$ cat config.mk
export PLATFORM = sky130hd
export DESIGN_NAME = timer_master_trigger_select
export DESIGN_NICKNAME = d
export VERILOG_FILES = /design/src/design/timer_trigger_pkg.sv /design/src/design/timer_master_trigger_select.sv /design/src/design/trigger_output_select.sv
export SDC_FILE = /design/constraint.sdc
export NUM_CORES = 1
export LEC_CHECK = 0
export BUFFER_PORTS_ARGS = -buffer_cell sky130_fd_sc_hd__buf_4
export CAP_MARGIN = 20
export CORE_AREA = 4 4 75 77
export DETAILED_ROUTE_END_ITERATION = 10
export DIE_AREA = 0 0 79 81
export HOLD_SLACK_MARGIN = 0.12
export PLACE_DENSITY = 0.74
export SLEW_MARGIN = 20
export SYNTH_ARGS = -nofsm -noshare
export SYNTH_HDL_FRONTEND = slang
export SYNTH_HIERARCHICAL = 1
export SYNTH_SLANG_ARGS = --single-unit
$ cat constraint.sdc
create_clock -name CLK_SYS -period 1.4 [get_ports CLK_SYS]
set_clock_uncertainty 0.05 [all_clocks]
set_input_delay 0.14 -clock CLK_SYS [delete_from_list [all_inputs] [get_ports CLK_SYS]]
set_output_delay 0.14 -clock CLK_SYS [all_outputs]
set_load 0.01 [all_outputs]
$ cat src/design/timer_trigger_pkg.sv
package timer_trigger_pkg;

  // Register map, byte addresses on the 32-bit bus
  localparam int ADDR_W = 8;
  localparam logic [ADDR_W-1:0] CTL1_OFFSET = 8'h04;
  localparam logic [ADDR_W-1:0] STATUS_OFFSET = 8'h0C;
  localparam logic [31:0] CTL1_RESET = 32'h00000000;

  // Control register 1 field positions
  localparam int TRIG_SEL_BIT = 7;
  localparam int MM_LSB = 4;
  localparam int MM_MSB = 6;
  localparam int DMA_SRC_BIT = 3;
  localparam logic [31:0] CTL1_WRITABLE = 32'h000000F8;

  // Status register field positions
  localparam int ST_TRIG_OUT_BIT = 0;
  localparam int ST_DMA_LSB = 1;
  localparam int ST_CH0_TRIG_BIT = 5;

  // Master mode codes
  localparam logic [2:0] MM_RESET = 3'h0;
  localparam logic [2:0] MM_START = 3'h1;
  localparam logic [2:0] MM_CH0_CAPCMP = 3'h2;
  localparam logic [2:0] MM_UPDATE = 3'h3;
  localparam logic [2:0] MM_REF0 = 3'h4;
  localparam logic [2:0] MM_REF1 = 3'h5;
  localparam logic [2:0] MM_REF2 = 3'h6;
  localparam logic [2:0] MM_REF3 = 3'h7;

  // Bus responses
  localparam logic [1:0] RESP_OKAY = 2'h0;
  localparam logic [1:0] RESP_SLVERR = 2'h2;

  // Address decode results
  localparam logic [1:0] SEL_NONE = 2'h0;
  localparam logic [1:0] SEL_CTL1 = 2'h1;
  localparam logic [1:0] SEL_STATUS = 2'h2;

endpackage : timer_trigger_pkg

$ cat src/design/timer_master_trigger_select.sv
`timescale 1ns/1ps
`default_nettype none

// Behaviour
// - Select bit 0 routes the channel 0 pin alone to channel 0 trigger input.
// - Select bit 1 routes XOR of channel 0, 1 and 2 pins instead.
// - Three-bit master mode field picks the event driving the trigger output.
// - Code 000 pulses trigger output on counter reset or update generation.
// - Code 001 asserts trigger output on counter run or trigger high in pause.
// - Code 010 pulses trigger output on channel 0 capture or compare events.
// - Code 110 drives trigger output from channel 2 compare reference.
// - DMA source bit 0: each channel requests DMA on its capture/compare event.
// - DMA source bit 1: each channel requests DMA on the update event.
// - Control register at 0x04, resets to zero, reserved bits stay zero.

module timer_master_trigger_select #(
  parameter int CHANNELS = 4
) (
  input wire logic CLK_SYS,
  input wire logic RESET,
  input wire logic AWVALID,
  output logic AWREADY,
  input wire logic [7:0] AWADDR,
  input wire logic [2:0] AWPROT,
  input wire logic WVALID,
  output logic WREADY,
  input wire logic [31:0] WDATA,
  input wire logic [3:0] WSTRB,
  output logic BVALID,
  input wire logic BREADY,
  output logic [1:0] BRESP,
  input wire logic ARVALID,
  output logic ARREADY,
  input wire logic [7:0] ARADDR,
  input wire logic [2:0] ARPROT,
  output logic RVALID,
  input wire logic RREADY,
  output logic [31:0] RDATA,
  output logic [1:0] RRESP,
  input wire logic CHANNEL0_PIN,
  input wire logic CHANNEL1_PIN,
  input wire logic CHANNEL2_PIN,
  input wire logic COUNTER_RESET_EVENT,
  input wire logic UPDATE_GENERATION_BIT,
  input wire logic COUNTER_RUN_BIT,
  input wire logic PAUSE_MODE,
  input wire logic TRIGGER_INPUT,
  input wire logic UPDATE_EVENT,
  input wire logic [CHANNELS-1:0] CAPCMP_EVENT,
  input wire logic [3:0] COMPARE_REFERENCE,
  output logic CH0_TRIGGER_INPUT,
  output logic TRIGGER_OUTPUT,
  output logic [CHANNELS-1:0] DMA_REQUEST
);

  function automatic logic [1:0] decode_addr(input logic [7:0] addr);
    if (addr[7:2] == timer_trigger_pkg::CTL1_OFFSET[7:2]) begin
      decode_addr = timer_trigger_pkg::SEL_CTL1;
    end else if (addr[7:2] == timer_trigger_pkg::STATUS_OFFSET[7:2]) begin
      decode_addr = timer_trigger_pkg::SEL_STATUS;
    end else begin
      decode_addr = timer_trigger_pkg::SEL_NONE;
    end
  endfunction : decode_addr

  // Control fields
  logic trig_sel_reg;
  logic trig_sel_next;
  logic [2:0] mm_reg;
  logic [2:0] mm_next;
  logic dma_src_reg;
  logic dma_src_next;

  // Write channel state
  logic aw_held_reg;
  logic aw_held_next;
  logic [7:0] aw_addr_reg;
  logic [7:0] aw_addr_next;
  logic w_held_reg;
  logic w_held_next;
  logic [31:0] w_data_reg;
  logic [31:0] w_data_next;
  logic [3:0] w_strb_reg;
  logic [3:0] w_strb_next;
  logic bvalid_reg;
  logic bvalid_next;
  logic [1:0] bresp_reg;
  logic [1:0] bresp_next;

  // Read channel state
  logic rvalid_reg;
  logic rvalid_next;
  logic [31:0] rdata_reg;
  logic [31:0] rdata_next;
  logic [1:0] rresp_reg;
  logic [1:0] rresp_next;
  logic rd_ctl_reg;
  logic rd_ctl_next;

  // Channel DMA requests
  logic [CHANNELS-1:0] dma_reg;
  logic [CHANNELS-1:0] dma_next;

  logic do_write;
  logic [1:0] wr_sel;
  logic [1:0] rd_sel;
  logic [31:0] ctl1_word;
  logic [31:0] status_word;
  logic trig_out;

  assign AWREADY = !aw_held_reg && !bvalid_reg;
  assign WREADY = !w_held_reg && !bvalid_reg;
  assign ARREADY = !rvalid_reg;
  assign do_write = aw_held_reg && w_held_reg && !bvalid_reg;
  assign wr_sel = decode_addr(aw_addr_reg);
  assign rd_sel = decode_addr(ARADDR);

  // Combinational path: the trigger input feeds edge logic with no extra delay
  assign CH0_TRIGGER_INPUT = trig_sel_reg ? (CHANNEL0_PIN ^ CHANNEL1_PIN ^ CHANNEL2_PIN) : CHANNEL0_PIN;

  always_comb begin
    ctl1_word = timer_trigger_pkg::CTL1_RESET;
    ctl1_word[timer_trigger_pkg::TRIG_SEL_BIT] = trig_sel_reg;
    ctl1_word[timer_trigger_pkg::MM_MSB:timer_trigger_pkg::MM_LSB] = mm_reg;
    ctl1_word[timer_trigger_pkg::DMA_SRC_BIT] = dma_src_reg;
    status_word = 32'h00000000;
    status_word[timer_trigger_pkg::ST_TRIG_OUT_BIT] = trig_out;
    status_word[timer_trigger_pkg::ST_DMA_LSB +: 4] = 4'(dma_reg);
    status_word[timer_trigger_pkg::ST_CH0_TRIG_BIT] = CH0_TRIGGER_INPUT;
  end

  // Write path; address and data may arrive in either order
  always_comb begin
    aw_held_next = aw_held_reg;
    aw_addr_next = aw_addr_reg;
    w_held_next = w_held_reg;
    w_data_next = w_data_reg;
    w_strb_next = w_strb_reg;
    bvalid_next = bvalid_reg;
    bresp_next = bresp_reg;
    trig_sel_next = trig_sel_reg;
    mm_next = mm_reg;
    dma_src_next = dma_src_reg;
    if (AWVALID && AWREADY) begin
      aw_held_next = 1'b1;
      aw_addr_next = AWADDR;
    end
    if (WVALID && WREADY) begin
      w_held_next = 1'b1;
      w_data_next = WDATA;
      w_strb_next = WSTRB;
    end
    if (do_write) begin
      aw_held_next = 1'b0;
      w_held_next = 1'b0;
      bvalid_next = 1'b1;
      bresp_next = timer_trigger_pkg::RESP_OKAY;
      // Only the low byte carries fields; reserved bits are never stored
      if (wr_sel == timer_trigger_pkg::SEL_CTL1 && w_strb_reg[0]) begin
        trig_sel_next = w_data_reg[timer_trigger_pkg::TRIG_SEL_BIT];
        mm_next = w_data_reg[timer_trigger_pkg::MM_MSB:timer_trigger_pkg::MM_LSB];
        dma_src_next = w_data_reg[timer_trigger_pkg::DMA_SRC_BIT];
      end else if (wr_sel == timer_trigger_pkg::SEL_NONE) begin
        bresp_next = timer_trigger_pkg::RESP_SLVERR;
      end
    end
    if (bvalid_reg && BREADY) begin
      bvalid_next = 1'b0;
    end
  end

  always_ff @(posedge CLK_SYS or posedge RESET) begin
    if (RESET) begin
      aw_held_reg <= 1'b0;
      aw_addr_reg <= 8'h00;
      w_held_reg <= 1'b0;
      w_data_reg <= 32'h00000000;
      w_strb_reg <= 4'h0;
      bvalid_reg <= 1'b0;
      bresp_reg <= 2'h0;
      trig_sel_reg <= 1'b0;
      mm_reg <= 3'h0;
      dma_src_reg <= 1'b0;
    end else begin
      aw_held_reg <= aw_held_next;
      aw_addr_reg <= aw_addr_next;
      w_held_reg <= w_held_next;
      w_data_reg <= w_data_next;
      w_strb_reg <= w_strb_next;
      bvalid_reg <= bvalid_next;
      bresp_reg <= bresp_next;
      trig_sel_reg <= trig_sel_next;
      mm_reg <= mm_next;
      dma_src_reg <= dma_src_next;
    end
  end

  assign BVALID = bvalid_reg;
  assign BRESP = bresp_reg;

  // Read path; data is captured when the address is taken
  always_comb begin
    rvalid_next = rvalid_reg;
    rdata_next = rdata_reg;
    rresp_next = rresp_reg;
    rd_ctl_next = rd_ctl_reg;
    if (ARVALID && ARREADY) begin
      rvalid_next = 1'b1;
      rresp_next = timer_trigger_pkg::RESP_OKAY;
      rd_ctl_next = rd_sel == timer_trigger_pkg::SEL_CTL1;
      case (rd_sel)
        timer_trigger_pkg::SEL_CTL1: rdata_next = ctl1_word;
        timer_trigger_pkg::SEL_STATUS: rdata_next = status_word;
        default: begin
          rdata_next = 32'h00000000;
          rresp_next = timer_trigger_pkg::RESP_SLVERR;
        end
      endcase
    end else if (rvalid_reg && RREADY) begin
      rvalid_next = 1'b0;
    end
  end

  always_ff @(posedge CLK_SYS or posedge RESET) begin
    if (RESET) begin
      rvalid_reg <= 1'b0;
      rdata_reg <= 32'h00000000;
      rresp_reg <= 2'h0;
      rd_ctl_reg <= 1'b0;
    end else begin
      rvalid_reg <= rvalid_next;
      rdata_reg <= rdata_next;
      rresp_reg <= rresp_next;
      rd_ctl_reg <= rd_ctl_next;
    end
  end

  assign RVALID = rvalid_reg;
  assign RDATA = rdata_reg;
  assign RRESP = rresp_reg;

  // DMA request source
  always_comb begin
    if (dma_src_reg) begin
      dma_next = {CHANNELS{UPDATE_EVENT}};
    end else begin
      dma_next = CAPCMP_EVENT;
    end
  end

  always_ff @(posedge CLK_SYS or posedge RESET) begin
    if (RESET) begin
      dma_reg <= '0;
    end else begin
      dma_reg <= dma_next;
    end
  end

  assign DMA_REQUEST = dma_reg;

  trigger_output_select u_trigger_output_select (
    .clk(CLK_SYS),
    .rst(RESET),
    .mode(mm_reg),
    .counter_reset(COUNTER_RESET_EVENT),
    .update_generation_bit(UPDATE_GENERATION_BIT),
    .counter_run_bit(COUNTER_RUN_BIT),
    .pause_mode(PAUSE_MODE),
    .trigger_input(TRIGGER_INPUT),
    .ch0_capcmp(CAPCMP_EVENT[0]),
    .update_event(UPDATE_EVENT),
    .compare_reference(COMPARE_REFERENCE),
    .trigger_output(trig_out)
  );

  assign TRIGGER_OUTPUT = trig_out;

  logic wr_ctl_hit;
  assign wr_ctl_hit = do_write && wr_sel == timer_trigger_pkg::SEL_CTL1 && w_strb_reg[0];
endmodule : timer_master_trigger_select

`default_nettype wire

$ cat src/design/trigger_output_select.sv
`timescale 1ns/1ps
`default_nettype none

module trigger_output_select (
  input wire logic clk,
  input wire logic rst,
  input wire logic [2:0] mode,
  input wire logic counter_reset,
  input wire logic update_generation_bit,
  input wire logic counter_run_bit,
  input wire logic pause_mode,
  input wire logic trigger_input,
  input wire logic ch0_capcmp,
  input wire logic update_event,
  input wire logic [3:0] compare_reference,
  output logic trigger_output
);

  logic trig_reg;
  logic trig_next;

  // Output is the selected source registered one cycle late, so it is one cycle wide only when that source is a single-cycle pulse
  always_comb begin
    case (mode)
      timer_trigger_pkg::MM_RESET: trig_next = counter_reset | update_generation_bit;
      timer_trigger_pkg::MM_START: trig_next = counter_run_bit | (pause_mode & trigger_input);
      timer_trigger_pkg::MM_CH0_CAPCMP: trig_next = ch0_capcmp;
      timer_trigger_pkg::MM_UPDATE: trig_next = update_event;
      timer_trigger_pkg::MM_REF0: trig_next = compare_reference[0];
      timer_trigger_pkg::MM_REF1: trig_next = compare_reference[1];
      timer_trigger_pkg::MM_REF2: trig_next = compare_reference[2];
      timer_trigger_pkg::MM_REF3: trig_next = compare_reference[3];
      default: trig_next = 1'b0;
    endcase
  end

  always_ff @(posedge clk or posedge rst) begin
    if (rst) begin
      trig_reg <= 1'b0;
    end else begin
      trig_reg <= trig_next;
    end
  end

  assign trigger_output = trig_reg;

endmodule : trigger_output_select

`default_nettype wire

==> flow_summary.ini <==
[status]
status = finished, violations left
violations = negative setup slack

[flow_run]
maxCapViolCount = 0

[hold_path]
min_from = ARADDR[2]
holdPathStages = 3
hold_end = RDATA[3]
min_path_type = in2reg

[grt]
grt_pass1_vias = 1434
grt_pass1_wl_um = 6603
grt-ovfl-total = 0
grt_antenna_before_repair = 0
use_met1 = 0.1513
grt_start_max_net_pins = 28
use_met3 = 0.04545
grt_use_total = 0.1332
met2_usage = 0.2348
grt.busiest_layer = met2

[clock_tree]
clk_path_buf_depth = 2
insertion_delay_ns = 0.28
path_clk_slew_ns = 0.07
cts-root-buf = clkbuf_8
cts_sinks = 36
cts_htree_levels = 2
cts_tree = yes
cts_made_buffers = 5

[synthesis]
syn-cell-area_um2 = 1760
avgSynthCellArea_um2 = 10.73
synthArstFlopShare = 1.000
synth_top_cell_by_area = dfrtp_1
synth_edf_count = 0
ys_ff_latch = 36
synthCells = 164
synth_area_leaders = dfrtp_1, mux2_2, buf_4
yosys.cell_types.count = 28
ys_seq_area_frac = 0.5117
netlist.area_leader.share = 0.5117
ys.flop_type = dfrtp_1
synth-warning-count = 6

[critical_path]
required_ns = 1.51
reg2reg_slack_ns = -0.15
startpoint_type = flop
slowest_delay_ns = 0.41
r2r-end = mm_reg[0]
critPathTopFamily = simple AND/OR/NAND/NOR gates
r2r_start = aw_addr_reg[7]
timing.critical_path.buf_inv = 0
critPathCaptureType = flop
cp_slowest_cell = dfrtp_1
critical_path_class = reg2reg
r2r_cells = 3
arrival_ns = 1.66
path_cells = nor4_4, and4bb_4, mux2_2
cp_max_fo = 5

[timing]
setup_slack_ns = -0.1459
slew_viol_final = 0
period_needed_ns = 1.546
finalSetupViolations = 7
rsz0062_at_grt = yes
hold_violations = 0
hold_slack_ns = 0.1593
fmax_mhz = 646.9
timing.setup.tns_ns = -0.7281
fin_crit_sh = 1.104

[route]
drc = 0
dr_total_vias = 1433
finalWirelength_um = 4115
postRouteAntennaNets = 0
drt_pre_antenna_iters = 4
avgViaCountPerCell = 4.356
wl_per_cell_um = 12.51
drt-initial-drc-count = 16

[power]
power_uw = 3735
power_leakage_uw = 0.001296
ir_worst_vdd_uv = 752.5
p_per_area_nw_per_um2 = 1421

[cells_and_area]
layout-drive-gt1-share = 0.4131
antenna_cells = 0
syn_to_final_growth_pct = 49.32
post-route-util = 0.5247
register_area_um2 = 902.1
fillCellCount = 462
multiInputGateArea_um2 = 725.7
nets = 341
largest_reg_flops = 8

[die]
die_width_um = 79
die_y_um = 81
row_count = 26
core_area_um2 = 5010
ios = 129
start_util = 0.3514
dieArea_um2 = 6399

[placed_design]
place.gp.congestion = 0.7569
io_buffer_count = 62
post-dp-hpwl_um = 3105
-- placed cells by master (no fill, tap or decap), types with 2 or more instances in the layout --
master / instances
buf_4: 69
dfrtp_1: 35
conb_1: 26
nand2_1: 23
dlygate4sd3_1: 23
mux2_2: 18
o21ai_0: 12
inv_1: 9
clkbuf_8: 7
a21oi_1: 3
o31ai_1: 3
nor2b_1: 2
nor2_1: 2
mux2i_1: 2
nor3_1: 2
nor2_2: 2
and2_4: 2
a21o_1: 2
-- worst max-delay path by stage --
stage / start / end / slack [ns] / depth (start not counted)
floorplan: aw_addr_reg[7] / dma_src_reg / -0.03 / 3
CTS: aw_addr_reg[7] / mm_reg[0] / -0.14 / 3
global placement: aw_addr_reg[5] / mm_reg[0] / -0.12 / 4
detailed placement: aw_addr_reg[5] / mm_reg[0] / -0.14 / 4
finish: aw_addr_reg[7] / mm_reg[0] / -0.15 / 3
global route: aw_addr_reg[7] / mm_reg[0] / -0.21 / 3
-- timing repair --
item,in CTS,in global routing
pin swaps,0,1
hold endpoints to repair,27,0
gates cloned,0,0
gates resized for setup,2,4
endpoints found under the setup margin,11,20
setup buffers,1,2
hold buffers,23,0
-- cells by family after synthesis --
group                     Yosys count  share of synthesized area
and+or+nand+nor                    41                     0.1194
buffers and inverters              41                     0.1443
DFF                                36                     0.5117
AOI/OAI and AO/OA                  22                    0.07320
muxes                              21                     0.1393
xor gates and xnor gates            2                   0.009952
other                               1                   0.002130
-- cell usage after synthesis (2+ instances only) --
cell	number
o31ai_1	3
and2_1	3
inv_1	10
mux2i_1	2
nor2_1	4
a21oi_1	3
buf_2	2
mux2_2	18
a21o_1	2
dfrtp_1	36
o21ai_0	12
nor2b_1	2
nor3_1	2
buf_4	26
clkbuf_1	3
nand2b_1	2
nand2_1	23
-- report_power, final --
group | internal, µW | total [µW] | switching [µW]
logic | 811 | 1300 | 491
clock network | 438 | 777 | 339
registers | 1370 | 1650 | 284
total | 2620 | 3730 | 1110
-- worst reg2reg max path, cell delays in order, from the launching register on --
cell,delay [ns]
dfrtp_1,0.41
nor4_4,0.30
and4bb_4,0.32
mux2_2,0.34
-- per-stage QoR --
| stage | instance area, µm² | instances | setup slack [ns] |
|---|---|---|---|
| after global routing | 2629 | 329 | -0.2067 |
| after CTS | 2597 | 327 | -0.1426 |
| final | 2629 | 329 | -0.1459 |
| after global placement | 2255 | 296 | -0.1230 |
| after floorplan | 1861 | 189 | -0.03377 |
| after detailed placement | 2255 | 296 | -0.1400 |
-- routing by layer --
metal  part of all wire  vias to the layer above
met1               0.38                      680
met4              0.014                        0
met3              0.088                        6
met5                  0                        -
li1                   -                      685
met2               0.52                       62
-- area by class of cell --
cell class	count	share of cell area
flip-flops and latches	36	0.3432
clock buffers	7	0.03665
multi-input cells	112	0.2761
repair buffers	94	0.2965
inverters	10	0.01428
well taps	70	0.03332
Note: power is estimated with default switching activity, not from simulation.
